==> config.mk <==
export PLATFORM = sky130hd
export DESIGN_NAME = pmcs_ctrl
export DESIGN_NICKNAME = d
export VERILOG_FILES = /design/src/hw/pmcs_pkg.sv /design/src/hw/pmcs_edge_if.sv /design/src/hw/pmcs_ctrl.sv /design/src/hw/pmcs_edge_det.sv
export SDC_FILE = /design/constraint.sdc
export NUM_CORES = 1
export LEC_CHECK = 0
export BUFFER_PORTS_ARGS = -buffer_cell sky130_fd_sc_hd__buf_4
export CAP_MARGIN = 20
export CORE_MARGIN = 2
export CORE_UTILIZATION = 55
export CTS_CLUSTER_SIZE = 25
export DETAILED_ROUTE_END_ITERATION = 10
export MAX_ROUTING_LAYER = met4
export PLACE_DENSITY = 0.82
export SYNTH_ARGS = -nofsm -noshare
export SYNTH_HDL_FRONTEND = slang
export SYNTH_HIERARCHICAL = 1
export SYNTH_SLANG_ARGS = --single-unit
==> constraint.sdc <==
create_clock -name clk_in -period 1.9 [get_ports clk_in]
set_input_delay 0 -clock clk_in [delete_from_list [all_inputs] [get_ports clk_in]]
set_output_delay 0 -clock clk_in [all_outputs]
set_load 0.02 [all_outputs]
==> src/hw/pmcs_pkg.sv <==
package pmcs_pkg;

    // ****************************************
    // Clock select encodings
    // ****************************************
    localparam logic [1:0] SEL_INTERNAL_ALT = 2'h0;
    localparam logic [1:0] SEL_SECONDARY = 2'h1;
    localparam logic [1:0] SEL_PRIMARY = 2'h2;
    localparam logic [1:0] SEL_INTERNAL = 2'h3;

    // ****************************************
    // Source one-hot positions
    // ****************************************
    localparam int SRC_PRI = 0;
    localparam int SRC_SEC = 1;
    localparam int SRC_RC = 2;
    localparam int NUM_SRC = 3;

    // ****************************************
    // Switch timing, in source cycles
    // ****************************************
    localparam logic [2:0] OLD_SRC_CYCLES = 3'h2;
    localparam logic [2:0] NEW_SRC_CYCLES = 3'h4;

    // ****************************************
    // CPU ready delay
    // ****************************************
    localparam int CLK_PERIOD_NS = 10;
    localparam int CPU_READY_DELAY_NS = 200;
    localparam int CPU_READY_CYCLES =
        (CPU_READY_DELAY_NS + CLK_PERIOD_NS - 1) / CLK_PERIOD_NS;
    localparam logic [7:0] CPU_READY_CNT = 8'(CPU_READY_CYCLES);

    // ****************************************
    // Reset values
    // ****************************************
    localparam logic [1:0] SEL_RESET = SEL_PRIMARY;
    localparam logic IDLE_EN_RESET = 1'b0;

    // ****************************************
    // Modes
    // ****************************************
    typedef enum logic [2:0] {
        MODE_RUN,
        MODE_SWITCH,
        MODE_IDLE,
        MODE_SLEEP,
        MODE_WAKE_WAIT,
        MODE_READY_DELAY
    } pmcs_mode_t;

    // Map a clock select value to a one-hot source
    function automatic logic [2:0] sel_to_src(input logic [1:0] sel);
        logic [2:0] src;
        src = 3'h0;
        unique case (sel)
            SEL_PRIMARY: src[SRC_PRI] = 1'b1;
            SEL_SECONDARY: src[SRC_SEC] = 1'b1;
            default: src[SRC_RC] = 1'b1;
        endcase
        return src;
    endfunction

endpackage

==> src/hw/pmcs_edge_if.sv <==
`timescale 1ns/1ns
interface pmcs_edge_if;
    logic [2:0] src_clk;
    logic [2:0] src_edge;

    modport det (
        input src_clk,
        output src_edge
    );
    modport use_edge (
        input src_edge
    );
endinterface

==> src/hw/pmcs_ctrl.sv <==
`timescale 1ns/1ns
module pmcs_ctrl (
    // Clock and reset
    input wire logic clk_in,
    input wire logic nrst_in,
    // Control bits
    input wire logic [1:0] clock_select_field_in,
    input wire logic idle_enable_bit_in,
    input wire logic timer_osc_enable_bit_in,
    input wire logic sleep_instr_in,
    input wire logic two_speed_en_in,
    input wire logic fail_safe_en_in,
    input wire logic watchdog_en_in,
    // Wake sources
    input wire logic interrupt_in,
    input wire logic watchdog_timeout_in,
    // Oscillator status and sampled clocks
    input wire logic primary_ready_in,
    input wire logic timer_osc_running_in,
    input wire logic primary_clk_in,
    input wire logic timer_osc_clk_in,
    input wire logic rc_clk_in,
    // Oscillator enables
    output logic primary_osc_en_out,
    output logic timer_osc_en_out,
    output logic rc_osc_en_out,
    // Clock gates and source
    output logic [2:0] clock_source_out,
    output logic cpu_clk_en_out,
    output logic periph_clk_en_out,
    output logic cpu_exec_out,
    // Status
    output logic primary_status_flag_out,
    output logic timer_osc_running_flag_out,
    output logic watchdog_reset_out
);

    pmcs_pkg::pmcs_mode_t mode_r;
    logic [2:0] src_r;
    logic [2:0] target_r;
    logic [2:0] old_cnt_r;
    logic [2:0] new_cnt_r;
    logic [7:0] delay_r;
    logic [1:0] sel_seen_r;
    logic primary_flag_r;
    logic timer_flag_r;
    logic cpu_en_r;
    logic periph_en_r;
    logic exec_r;
    logic wdt_rst_r;
    logic pri_en_r;
    logic sec_en_r;
    logic rc_en_r;
    logic [2:0] want_src;
    logic want_ok;
    logic sel_change;
    logic wake;
    logic [2:0] src_edge;

    pmcs_edge_if edges ();

    assign edges.src_clk = {rc_clk_in, timer_osc_clk_in, primary_clk_in};
    assign src_edge = edges.src_edge;

    pmcs_edge_det u_edge (
        .clk_in(clk_in),
        .nrst_in(nrst_in),
        .edges(edges)
    );

    // ****************************************
    // Requested source and readiness
    // ****************************************
    always_comb begin
        want_src = pmcs_pkg::sel_to_src(clock_select_field_in);
        want_ok = 1'b1;
        if (want_src[pmcs_pkg::SRC_SEC] && !timer_osc_enable_bit_in) begin
            want_ok = 1'b0;
        end
        if (want_src[pmcs_pkg::SRC_PRI] && !primary_ready_in) begin
            want_ok = 1'b0;
        end
    end

    assign sel_change = clock_select_field_in != sel_seen_r;
    assign wake = interrupt_in | watchdog_timeout_in;

    // ****************************************
    // Mode sequencing
    // ****************************************
    always_ff @(posedge clk_in or negedge nrst_in) begin
        if (!nrst_in) begin
            mode_r <= pmcs_pkg::MODE_RUN;
        end else begin
            unique case (mode_r)
                pmcs_pkg::MODE_RUN: begin
                    if (sleep_instr_in && !watchdog_timeout_in) begin
                        if (idle_enable_bit_in) begin
                            mode_r <= pmcs_pkg::MODE_IDLE;
                        end else begin
                            mode_r <= pmcs_pkg::MODE_SLEEP;
                        end
                    end else if (want_src != src_r && want_ok) begin
                        mode_r <= pmcs_pkg::MODE_SWITCH;
                    end
                end
                pmcs_pkg::MODE_SWITCH: begin
                    if (new_cnt_r == pmcs_pkg::NEW_SRC_CYCLES) begin
                        mode_r <= pmcs_pkg::MODE_RUN;
                    end
                end
                pmcs_pkg::MODE_IDLE: begin
                    if (wake) begin
                        mode_r <= pmcs_pkg::MODE_READY_DELAY;
                    end
                end
                pmcs_pkg::MODE_SLEEP: begin
                    if (wake) begin
                        mode_r <= pmcs_pkg::MODE_WAKE_WAIT;
                    end
                end
                pmcs_pkg::MODE_WAKE_WAIT: begin
                    if (want_ok) begin
                        mode_r <= pmcs_pkg::MODE_READY_DELAY;
                    end
                end
                pmcs_pkg::MODE_READY_DELAY: begin
                    if (delay_r == 8'h01) begin
                        mode_r <= pmcs_pkg::MODE_RUN;
                    end
                end
            endcase
        end
    end

    // ****************************************
    // Clock switch counting
    // ****************************************
    always_ff @(posedge clk_in or negedge nrst_in) begin
        if (!nrst_in) begin
            target_r <= 3'h1;
            old_cnt_r <= 3'h0;
            new_cnt_r <= 3'h0;
        end else if (mode_r == pmcs_pkg::MODE_RUN) begin
            target_r <= want_src;
            old_cnt_r <= 3'h0;
            new_cnt_r <= 3'h0;
        end else if (mode_r == pmcs_pkg::MODE_SWITCH) begin
            if (old_cnt_r != pmcs_pkg::OLD_SRC_CYCLES) begin
                if (|(src_edge & src_r)) begin
                    old_cnt_r <= old_cnt_r + 3'h1;
                end
            end else if (|(src_edge & target_r)) begin
                new_cnt_r <= new_cnt_r + 3'h1;
            end
        end
    end

    // ****************************************
    // Active source and status flags
    // ****************************************
    always_ff @(posedge clk_in or negedge nrst_in) begin
        if (!nrst_in) begin
            src_r <= 3'h1;
            primary_flag_r <= 1'b1;
            timer_flag_r <= 1'b0;
            sel_seen_r <= pmcs_pkg::SEL_RESET;
        end else begin
            sel_seen_r <= clock_select_field_in;
            if (mode_r == pmcs_pkg::MODE_SWITCH &&
                new_cnt_r == pmcs_pkg::NEW_SRC_CYCLES) begin
                src_r <= target_r;
                primary_flag_r <= target_r[pmcs_pkg::SRC_PRI];
                timer_flag_r <= target_r[pmcs_pkg::SRC_SEC];
            end else if (mode_r == pmcs_pkg::MODE_RUN && sleep_instr_in &&
                         !idle_enable_bit_in && !watchdog_timeout_in) begin
                primary_flag_r <= 1'b0;
                timer_flag_r <= 1'b0;
            end else if (mode_r == pmcs_pkg::MODE_WAKE_WAIT && want_ok) begin
                src_r <= want_src;
                primary_flag_r <= want_src[pmcs_pkg::SRC_PRI];
                timer_flag_r <= want_src[pmcs_pkg::SRC_SEC];
            end
        end
    end

    // ****************************************
    // Clock gates and execution
    // ****************************************
    always_ff @(posedge clk_in or negedge nrst_in) begin
        if (!nrst_in) begin
            cpu_en_r <= 1'b1;
            periph_en_r <= 1'b1;
            exec_r <= 1'b1;
            delay_r <= 8'h00;
        end else begin
            unique case (mode_r)
                pmcs_pkg::MODE_RUN, pmcs_pkg::MODE_SWITCH: begin
                    periph_en_r <= !(src_r[pmcs_pkg::SRC_SEC] &&
                                     !timer_osc_running_in);
                    cpu_en_r <= !(src_r[pmcs_pkg::SRC_SEC] &&
                                  !timer_osc_running_in);
                    exec_r <= 1'b1;
                    delay_r <= pmcs_pkg::CPU_READY_CNT;
                    if (sleep_instr_in && mode_r == pmcs_pkg::MODE_RUN &&
                        !watchdog_timeout_in) begin
                        cpu_en_r <= 1'b0;
                        exec_r <= 1'b0;
                        periph_en_r <= idle_enable_bit_in;
                    end
                end
                pmcs_pkg::MODE_IDLE: begin
                    cpu_en_r <= 1'b0;
                    periph_en_r <= 1'b1;
                    exec_r <= 1'b0;
                end
                pmcs_pkg::MODE_SLEEP, pmcs_pkg::MODE_WAKE_WAIT: begin
                    cpu_en_r <= 1'b0;
                    exec_r <= 1'b0;
                    periph_en_r <= mode_r == pmcs_pkg::MODE_WAKE_WAIT &&
                                   (two_speed_en_in || fail_safe_en_in);
                end
                pmcs_pkg::MODE_READY_DELAY: begin
                    delay_r <= delay_r - 8'h01;
                    periph_en_r <= 1'b1;
                    cpu_en_r <= delay_r == 8'h01;
                    exec_r <= delay_r == 8'h01;
                end
            endcase
        end
    end

    // ****************************************
    // Oscillator enables
    // ****************************************
    always_ff @(posedge clk_in or negedge nrst_in) begin
        if (!nrst_in) begin
            pri_en_r <= 1'b1;
            sec_en_r <= 1'b0;
            rc_en_r <= 1'b1;
        end else begin
            pri_en_r <= (mode_r == pmcs_pkg::MODE_RUN ||
                         mode_r == pmcs_pkg::MODE_IDLE ||
                         mode_r == pmcs_pkg::MODE_READY_DELAY) ?
                        (src_r[pmcs_pkg::SRC_PRI] ||
                         want_src[pmcs_pkg::SRC_PRI]) :
                        (mode_r == pmcs_pkg::MODE_SWITCH) ?
                        (target_r[pmcs_pkg::SRC_PRI] ||
                         src_r[pmcs_pkg::SRC_PRI]) :
                        (mode_r == pmcs_pkg::MODE_WAKE_WAIT) &&
                        want_src[pmcs_pkg::SRC_PRI];
            sec_en_r <= timer_osc_enable_bit_in;
            // RC kept for watchdog or monitor
            rc_en_r <= watchdog_en_in || fail_safe_en_in ||
                       src_r[pmcs_pkg::SRC_RC] ||
                       (mode_r == pmcs_pkg::MODE_SWITCH &&
                        target_r[pmcs_pkg::SRC_RC]) ||
                       (mode_r == pmcs_pkg::MODE_WAKE_WAIT &&
                        (two_speed_en_in || want_src[pmcs_pkg::SRC_RC]));
        end
    end

    // ****************************************
    // Watchdog while running
    // ****************************************
    always_ff @(posedge clk_in or negedge nrst_in) begin
        if (!nrst_in) begin
            wdt_rst_r <= 1'b0;
        end else begin
            wdt_rst_r <= watchdog_timeout_in &&
                         (mode_r == pmcs_pkg::MODE_RUN ||
                          mode_r == pmcs_pkg::MODE_SWITCH);
        end
    end

    // Select bits are inputs, never written
    // Internal select turns primary off via pri_en_r
    assign primary_osc_en_out = pri_en_r;
    assign timer_osc_en_out = sec_en_r;
    assign rc_osc_en_out = rc_en_r;
    assign clock_source_out = src_r;
    assign cpu_clk_en_out = cpu_en_r;
    assign periph_clk_en_out = periph_en_r;
    assign cpu_exec_out = exec_r;
    assign primary_status_flag_out = primary_flag_r;
    assign timer_osc_running_flag_out = timer_flag_r;
    assign watchdog_reset_out = wdt_rst_r;

    logic unused_sel_change;
    assign unused_sel_change = sel_change;

endmodule

==> src/hw/pmcs_edge_det.sv <==
`timescale 1ns/1ns
module pmcs_edge_det (
    // Clock and reset
    input wire logic clk_in,
    input wire logic nrst_in,
    // Oscillator levels and edges
    pmcs_edge_if.det edges
);

    logic [2:0] last_r;

    // ****************************************
    // Rising edge of each sampled source
    // ****************************************
    always_ff @(posedge clk_in or negedge nrst_in) begin
        if (!nrst_in) begin
            last_r <= 3'h0;
        end else begin
            last_r <= edges.src_clk;
        end
    end

    genvar g;
    generate
        for (g = 0; g < pmcs_pkg::NUM_SRC; g++) begin : g_edge
            assign edges.src_edge[g] = edges.src_clk[g] & ~last_r[g];
        end
    endgenerate

endmodule

==> results.md, run 1 <==
- Met3 wire len: ~230 µm
- RSZ-0062 raised after global routing: yes
- Final Cycle Share: around 95%
- # H-tree levels: 2
- Hold Crit Start: sleep_instr_in
- Seq cells post-synth: 35
- Pin count of the biggest net entering global routing: 36
- Slew headroom: 71.7%
- CP Launch Type: register
- Post-synthesis cell area: 2020 µm²
- Routed wire length: about 4500 µm
- Hold path depth: 3
- Mapped Cells: ~200
- Arr. time, crit path: 2020 ps
- Syn_nets: approximately 230
- Port Buffers: 28
- Ys flop type: dfrtp_1
- Drt first pass iters: 4
- Cell variety after synth: between 40 and 50
- Worst-Skew Late Latency: just under 300 ps
- Synth warnings: 6
- Final setup viols: 0
- Proportion of layout cells with a drive suffix above 1: between 20% and 30%
- Hpwl dp: about 3300 µm
- VDD IR-drop max: ~0.94 mV
- Starting DRT DRC Count: between 100 and 150
- First-pass GRT wire length: 7780 µm
- Critical path buffers and inverters: 1
- Synth-to-Final Area Change: 23.5%
- Post-synthesis sequential area ratio: approximately 44%
- Static leakage: approximately 1.1 nW
- Largest cells by area after synthesis: dfrtp_1, dfstp_2, ha_1
- Commonest cells after routing, fill and taps aside: buf_4, dfrtp_1, o21ai_0
- CTS tree: yes
- Antenna viol nets, final: 0
- Synth async-reset ratio: 100%
- Max-slew violation count: 0
- Hold WS: roughly 10 ps
- Crit-path max FO: 7
- Vias per inst: 5.67
- Final hold vios: 0
- Largest area contributor in the netlist: dfrtp_1
- PwrDens: 1370 nW/µm²
- Filler cells: ~280
- Via Count: between 1500 and 2000
- CP required: approximately 2100 ps
- Initial Utilization: between 50% and 60%
- Syn Area/Cell: 10.0 µm²
- Kind of cell adding the most delay to the critical path: simple AND/OR/NAND/NOR gates
- Total CTS buffers: 5
- Avg WL per Cell: 15.0 µm
- Status: finished clean
- Die ar.: approximately 4200 µm²
- EDFF count, synth: 0
- Crit-path max cell delay: between 500 and 600 ps
- Slowest CP cell: dlygate4sd3_1
- Multi-input combinational cell area: between 1000 and 1500 µm²
- Clock-pin slew on the worst setup and hold paths: about 70 ps
- CP cell instances: nor2b_2 > o21ai_0 > a21oi_1 > or4_1 > dlygate4sd3_1
- Critical setup path kind: reg -> reg
- Hold path endpoint: mode_r[1]
- R2R Path End: rc_osc_en_out
- Storage cell area: roughly 890 µm²
- Residual DRC: 0
- Clock buffer depth: 2
- GRT Util Overall: 25.4%
- Routed wl met2: approximately 2200 µm
- # diodes: 0
- Clock root cell: clkbuf_8
- Crit path time final: roughly 1800 ps
- Reg2Reg Setup Slack: just under 100 ps
- Layout net count: 276
- Worst r2r path cells: 5
- Top Metal Used: met4
- Row cnt: 22
- Max-cap viol count: 0
- Die H: ~65 µm
- Gp weighted congestion: between 0.8 and 0.9
- Worst-Margin Slew: around 420 ps
- Core Area: ~3600 µm²
- Total Power: 0.00340 W
- Initial antenna violation count: 0
- Postcts setup bufs: 0
- HP Class: in -> reg
- Cell count after placement: around 280
- Reg2reg start: mode_r[2]
- Clock skew: about 4.2 ps
- Most common cell after layout, fill and taps aside: buf_4
- Met1 WL: just under 2000 µm
- Yosys top cell area share: roughly 33%
- Number of global-route vias before repair: roughly 1700
- Overflow after GRT: 0
- Max Freq: 0.555 GHz
- CTS Sinks: 35
- Crit. End Element: register
- Final core utilization: between 60 and 70%
- I/O pin total: 29
- Die width: between 60 and 70 µm
- Finished Layout Cells: ~300
state kept, by name (all words and copies together) (netlist names), 3 cells and up:
register          cells
u_edge/last_r         3
mode_r                3
clock_source_out      3
target_r              3
old_cnt_r             3
delay_r               8
new_cnt_r             3
metrics by stage:
stage,setup slack [ps],setup TNS (ps),instance area (µm²)
2_1_floorplan,218,0,2020
3_3_place_gp,203,0,2290
3_5_place_dp,70.4,0,2290
4_1_cts,47.5,0,2480
5_1_grt,-14.4,-14.4,2490
6_report,96.7,0,2490
layer usage:
layer / global-route usage, % / vias up
li1: - / 809
met1: 31.2 / 816
met2: 41.3 / 54
met3: 5.38 / 10
met4: 9.84 / 0
met5: - / -
report_power, final:
group	total, W	switching (W)	internal [W]
logic	0.00156	0.000845	0.000720
registers	0.00125	0.000220	0.00103
clock network	0.000591	0.000261	0.000331
total	0.00340	0.00133	0.00208
area by class of cell:
cell class | count | area share (%)
repair buffers | 48 | 15.4
clock buffers | 8 | 4.01
well taps | 48 | 2.41
inverters | 13 | 1.96
flip-flops and latches | 35 | 35.6
multi-input cells | 146 | 40.7
what timing repair did:
item                                    4_1_cts  5_1_grt
hold buffers                                  9        0
gates resized for setup                       0        3
hold endpoints to repair                     43        0
endpoints found under the setup margin        0        2
cell families after synthesis:
group / count (synthesis) / synth area share [%]
fa+ha+maj: 10 / 6.20
xor+xnor: 7 / 3.04
simple gates: 72 / 20.4
compound gates: 48 / 15.6
mux: 9 / 4.65
flops: 35 / 43.9
buf+inv: 21 / 6.32
tightest hold or removal path: stages:
cell,delay (ps)
buf_4,100
a22oi_1,70
nor2_1,90
worst max path at each step:
stage | from | endpoint | cells past startpoint
finish | mode_r[2] | rc_osc_en_out | 5
global route | delay_r[7] | mode_r[0] | 5
CTS | delay_r[5] | mode_r[0] | 5
detailed placement | delay_r[5] | mode_r[0] | 5
global placement | delay_r[2] | delay_r[7] | 4
floorplan | mode_r[1] | timer_osc_running_flag_out | 6
synth_stat cells, types with 2 or more instances:
library cell / number
a21oi_1: 6
a222oi_1: 2
a22o_1: 4
a22oi_1: 4
a2bb2oi_1: 2
clkbuf_1: 2
clkbuf_8: 4
dfrtp_1: 27
dfstp_2: 8
ha_1: 10
inv_1: 13
mux2_2: 3
mux2i_1: 6
nand2_1: 18
nand2b_1: 3
nand3_1: 4
nor2_1: 19
nor2b_1: 4
nor2b_4: 3
nor3_1: 5
nor4_1: 2
o21ai_0: 20
o31ai_1: 4
or4_1: 2
xnor2_1: 5
xor2_1: 2
(Power assumes the default switching activity.)
==> run 2: changes to the inputs <==
--- a/config.mk
+++ b/config.mk
@@ -5,6 +5,7 @@
 export SDC_FILE = /design/constraint.sdc
 export NUM_CORES = 1
 export LEC_CHECK = 0
+export ABC_AREA = 1
 export BUFFER_PORTS_ARGS = -buffer_cell sky130_fd_sc_hd__buf_4
 export CAP_MARGIN = 20
 export CORE_MARGIN = 2
==> results.md, run 2 <==
- Status: finished clean
- Hpwl dp: 3110 µm (-5.2%)
- Initial antenna violation count: 0 (unchanged)
- Residual DRC: 0 (unchanged)
- Number of global-route vias before repair: 1757 (+2.6%)
- # H-tree levels: 2 (unchanged)
- Resized Gates After CTS: 0 (unchanged)
- Starting DRT DRC Count: 91 (-25%)
- Clock-pin slew on the worst setup and hold paths: 100 ps (+30 ps)
- Cell count after placement: 326 (+16%)
- Yosys top cell area share: 34.3% (+0.83 points)
- Most frequent cells after synthesis: nand2_1, inv_1, dfrtp_1
- Max Freq: 0.672 GHz (+21%)
- Commonest cells after routing, fill and taps aside: nand2_1, inv_1, buf_4
- RSZ-0062 raised after global routing: no
- Static leakage: 1.22 nW (+9.6%)
- Die H: 63.9 µm (-1.1%)
- Overflow after GRT: 0 (unchanged)
- Final Cycle Share: 78.4% (-17 points)
- Mapped Cells: 253 (+25%)
- Ys flop type: dfrtp_1
- Finished Layout Cells: 346 (+16%)
- Hold-fix buffers, CTS: 12 (+3)
- Max-slew violation count: 0 (unchanged)
- Avg WL per Cell: 12.2 µm (-19%)
- Arr. time, crit path: 1750 ps (-270 ps)
- Die ar.: 4080 µm² (-2.3%)
- CP required: 2160 ps (+40 ps)
- Pin count of the biggest net entering global routing: 36 (unchanged)
- Syn Area/Cell: 7.79 µm² (-22%)
- VDD IR-drop max: 0.760 mV (-19%)
- Crit. End Element: register
- Cell variety after synth: 25 (-46%)
- Gp weighted congestion: 0.867 (+2.2%)
- Postcts setup bufs: 0 (unchanged)
- Crit-path max FO: 7 (unchanged)
- Final TNS setup: 0 ps (unchanged)
- HP Class: in -> reg
- CTS tree: yes
- Proportion of layout cells with a drive suffix above 1: 22.7% (-5.7 points)
- I/O pin total: 29 (unchanged)
- Most common cell after layout, fill and taps aside: nand2_1
- Via Count: 1768 (+4.7%)
- Final hold vios: 0 (unchanged)
- Worst-Skew Late Latency: 350 ps (+60 ps)
- Filler cells: 266 (-3.6%)
- Synth warnings: 6 (unchanged)
- Initial Utilization: 58.1% (+2.1 points)
- Max reg flops: 8 (unchanged)
- Syn_nets: 280 (+22%)
- Slowest CP cell: dfrtp_1
- Top Metal Used: met4
- Synth async-reset ratio: 100% (unchanged)
- Crit-path max cell delay: 460 ps (-100 ps)
- Met3 wire len: 200 µm (-13%)
- Drt first pass iters: 4 (unchanged)
- First-pass GRT wire length: 7510 µm (-3.4%)
- Kind of cell adding the most delay to the critical path: compound AO/OA/AOI/OAI gates
- Antenna viol nets, final: 0 (unchanged)
- Slew headroom: 71.5% (-0.19 points)
- Worst-Margin Slew: 427 ps (+3.89 ps)
- Vias per inst: 5.11 (-9.8%)
- PwrDens: 1210 nW/µm² (-11%)
- Most frequent cell after synthesis: nand2_1
- CP cell instances: nor2_1 > nand2_1 > o21ai_2 > o211ai_1 > o21ai_0
- # diodes: 0 (unchanged)
- Port Buffers: 28 (unchanged)
- Total CTS buffers: 5 (unchanged)
- Critical path buffers and inverters: 0 (-1)
- Routed wl met2: 2150 µm (-3.1%)
- Seq cells post-synth: 35 (unchanged)
- Clock buffer depth: 2 (unchanged)
- Clock skew: 13.5 ps (+9.22 ps)
- Layout net count: 326 (+18%)
- Synth-to-Final Area Change: 22.9%
- Max-cap viol count: 0 (unchanged)
- CP Launch Type: register
- Crit path time final: 1490 ps (-314 ps)
- Post-synthesis cell area: 1970 µm² (-2.4%)
- Row cnt: 21 (-4.5%)
- Post-synthesis sequential area ratio: 45.0% (+1.1 points)
- Routed wire length: 4220 µm (-5.9%)
- EDFF count, synth: 0 (unchanged)
- GRT Util Overall: 24.7% (-0.69 points)
- Clock root cell: clkbuf_4
- Met1 WL: 1780 µm (-7.6%)
- Most flop-heavy register: delay_r
- Die width: 63.9 µm (-1.1%)
- Critical setup path kind: reg -> reg
- CTS Sinks: 35 (unchanged)
- Largest area contributor in the netlist: dfrtp_1
- Core Area: 3390 µm² (-6.0%)
- Final setup viols: 0 (unchanged)
- Largest cells by area after synthesis: dfrtp_1, dfstp_2, nand2_1
==> run 2: changes by cell type in the layout (fill, tap and decap cells not counted), sizes merged, moves of 7 or more <==
| cell | previous run | this run |
|---|---|---|
| nor2 | 19 | 30 |
| nand3 | 4 | 23 |
| nor2b | 7 | 0 |
| nand2 | 18 | 63 |
| buf | 39 | 28 |
| inv | 13 | 45 |
==> run 2: metal layers <==
metal,track usage (%),vias up
met5,-,-
met4,9.51,0
met3,6.51,10
met2,40.4,49
met1,29.1,821
li1,-,888
==> run 2: per-stage QoR <==
step	instance area, µm²	total power [W]	setup WS, ps	hold WS [ps]	util [%]
2_1_floorplan	1970	0.00204	599	-296	-
3_3_place_gp	2230	0.00240	506	-27.3	65.9
3_5_place_dp	2230	0.00244	441	-27.0	65.9
4_1_cts	2420	0.00294	423	39.3	71.5
5_1_grt	2420	0.00318	211	61.9	71.5
6_report	2420	0.00293	411	42.1	71.5
==> run 2: final timing paths <==
kind | cells after the start | slack [ps] | end | start
worst max-delay path | 5 | 410 | clock_source_out[2] | mode_r[0]
min in group asynchronous | 2 | 120 | delay_r[6] | nrst_in
worst min register to register | 2 | 500 | primary_status_flag_out | primary_status_flag_out
worst max register to register | 5 | 410 | clock_source_out[2] | mode_r[0]
max in group asynchronous | 2 | 1430 | rc_osc_en_out | nrst_in
worst min-delay path | 5 | 40 | periph_clk_en_out | sleep_instr_in
==> run 2: worst reg2reg max path, stage by stage, from the launching register on <==
cell	delay [ps]
dfrtp_1	460
nor2_1	180
nand2_1	170
o21ai_2	350
o211ai_1	160
o21ai_0	110
==> run 2: area by class of cell <==
class,instances,area (µm²),area share (%)
multi-input combinational,172,911,37.6
sequential,35,886,36.6
timing repair buffer,40,330,13.6
inverter,45,169,6.97
clock buffer,8,68.8,2.84
tap,46,57.6,2.38
==> run 2: report_power, final <==
| group | switching [W] | internal [W] | total (W) |
|---|---|---|---|
| Combinational | 0.000821 | 0.000475 | 0.00130 |
| Clock | 0.000250 | 0.000218 | 0.000468 |
| Sequential | 0.000174 | 0.000993 | 0.00117 |
| Total | 0.00125 | 0.00169 | 0.00293 |
==> run 2: cell families after synthesis <==
group / share of synthesized area, %
flip-flops: 45.0
AND/OR/NAND/NOR: 28.2
XOR/XNOR: 0.889
AO/OA/AOI/OAI: 10.8
adder cells (fa/ha/maj): 6.35
buffers and inverters: 8.83
==> run 3: changes to the inputs <==
==> constraint.sdc (replaced) <==
create_clock -name clk_in -period 1.55 [get_ports clk_in]
set_input_delay 0 -clock clk_in [delete_from_list [all_inputs] [get_ports clk_in]]
set_output_delay 0 -clock clk_in [all_outputs]
set_load 0.02 [all_outputs]
==> results.md, run 3 (synthesis results as in run 2) <==
- Die width: 63.9 µm (unchanged)
- Crit-path max FO: 4 (-3)
- Clock skew: 10.7 ps (-2.76 ps)
- I/O pin total: 29 (unchanged)
- Critical setup path kind: reg -> reg
- Static leakage: 1.22 nW (about the same)
- Antenna viol nets, final: 0 (unchanged)
- Avg WL per Cell: 12.0 µm (-1.8%)
- Clock power share: 13.4% (-2.6 points)
- Worst-Skew Late Latency: 350 ps (about the same)
- Comb power frac: 46.0% (+1.8 points)
- Final hold vios: 0 (unchanged)
- Sequential Power Share: 40.6% (+0.8 points)
- Hold WS: 30.3 ps (-11.8 ps)
- Arr. time, crit path: 1650 ps (-100 ps)
- Proportion of layout cells with a drive suffix above 1: 23.2% (+0.51 points)
- Gp weighted congestion: 0.884 (+1.9%)
- Slowest CP cell: dfrtp_1
- Total CTS buffers: 5 (unchanged)
- CTS Sinks: 35 (unchanged)
- CP required: 1790 ps (-370 ps)
- Overflow after GRT: 0 (unchanged)
- Crit path time final: 1400 ps (-88.0 ps)
- PwrDens: 1450 nW/µm² (+20%)
- Final Cycle Share: 90.4% (+12 points)
- Residual DRC: 0 (unchanged)
- Drt first pass iters: 4 (unchanged)
- Layout net count: 328 (+0.61%)
- Crit. End Element: register
- Max-cap viol count: 0 (unchanged)
- Crit-path max cell delay: 370 ps (-90 ps)
- Status: finished clean
- Commonest cells after routing, fill and taps aside: nand2_1, inv_1, buf_4
- Postcts setup bufs: 0 (unchanged)
- Most flop-heavy register: delay_r
- Final setup viols: 0 (unchanged)
- Int Pwr: 0.00200 W (+19%)
- Clock root cell: clkbuf_4
- CP cell instances: inv_1 > ha_1 > nand3_1 > nor2_4 > nor2_4 > nor2_2 > nand2_2 > nand2_1 > nand2_1
- Vias per inst: 5.08 (-0.63%)
- CP Launch Type: register
- HP Class: in -> reg
- Clock-pin slew on the worst setup and hold paths: 110 ps (about the same)
- Via Count: 1767 (-0.057%)
- Die H: 63.9 µm (unchanged)
- GRT Util Overall: 23.7% (-0.97 points)
- VDD IR-drop max: 0.748 mV (-1.6%)
- Total Power: 0.00353 W (+20%)
- Synth-to-Final Area Change: 23.1%
- Number of global-route vias before repair: 1705 (-3.0%)
- Max-slew violation count: 0 (unchanged)
- Worst-Margin Slew: 437 ps (+10.1 ps)
- Row cnt: 21 (unchanged)
- CTS tree: yes
- Hpwl dp: 3150 µm (+1.2%)
- Most common cell after layout, fill and taps aside: nand2_1
- Die ar.: 4080 µm² (unchanged)
- Clock buffer depth: 2 (unchanged)
- Initial Utilization: 58.1% (unchanged)
- # H-tree levels: 2 (unchanged)
- Core Area: 3390 µm² (unchanged)
- Port Buffers: 28 (unchanged)
- Switch Pwr: 0.00152 W (+22%)
- Routed wire length: 4160 µm (-1.3%)
- Initial antenna violation count: 0 (unchanged)
- Final core utilization: 71.6% (+0.11 points)
- # diodes: 0 (unchanged)
- Pin count of the biggest net entering global routing: 36 (unchanged)
- Max Freq: 0.714 GHz (+6.3%)
- Max reg flops: 8 (unchanged)
- Slew headroom: 70.9% (-0.68 points)
- First-pass GRT wire length: 7270 µm (-3.3%)
- Starting DRT DRC Count: 79 (-13%)
- Sw frac: 43.2% (+0.71 points)
## run 3: cell count changes in the layout (fill, tap and decap cells not counted)
| cell | change |
|---|---|
| clkbuf_1 | +1 |
| nor2_1 | -1 |
| buf_4 | +2 |
| clkinv_2 | +1 |
| clkbuf_8 | -2 |
| nor2_4 | +1 |
## run 3: through the flow
stage               instance area, µm²  setup slack (ps)  std cells  setup TNS, ps
floorplan                         1970               249        253              0
global placement                  2250               203        328              0
detailed placement                2250               131        328              0
CTS                               2420               107        348              0
global route                      2430             -7.65        348          -7.65
finish                            2430               149        348              0
## run 3: area by class of cell
cell class	count	area [µm²]
flip-flops and latches	35	886
fillers	282	963
inverters	45	169
well taps	46	57.6
multi-input cells	172	918
clock buffers	7	45.0
clock inverters	1	5.00
repair buffers	42	345
## run 3: worst paths after layout
kind,startpoint,slack [ps],depth (start not counted),end
max in group asynchronous,nrst_in,1080,2,rc_osc_en_out
worst max-delay path,delay_r[1],150,9,mode_r[2]
worst min register to register,primary_status_flag_out,510,2,primary_status_flag_out
min in group asynchronous,nrst_in,120,2,mode_r[0]
worst max register to register,delay_r[1],150,9,mode_r[2]
worst min-delay path,sleep_instr_in,30,5,periph_clk_en_out
## run 3: repair_timing
action | 4_1_cts | 5_1_grt
hold endpoints to repair | 45 | 0
hold buffers | 12 | 0
gates resized for setup | 0 | 2
endpoints found under the setup margin | 0 | 2
## run 3: layer usage
layer	track usage [%]	wire length (µm)	up-vias
li1	-	-	896
met1	29.9	1870	819
met2	37.1	2010	42
met3	5.11	196	10
met4	9.78	89	0
met5	-	0	-
## run 3: power by group through the flow
stage	logic (W)	registers (W)	clock network (W)
final	0.00162	0.00143	0.000473
after global placement	0.00155	0.00144	0
after detailed placement	0.00159	0.00144	0
after global routing	0.00183	0.00146	0.000518
after floorplan	0.000944	0.00155	0
after CTS	0.00163	0.00143	0.000481
## run 3: critical path, delay by kind of cell, from the launching register on
kind / cells / cell delay (ps)
and+or+nand+nor: 7 / 660
DFF: 1 / 370
adders and majority gates: 1 / 160
buffers and inverters: 1 / 100
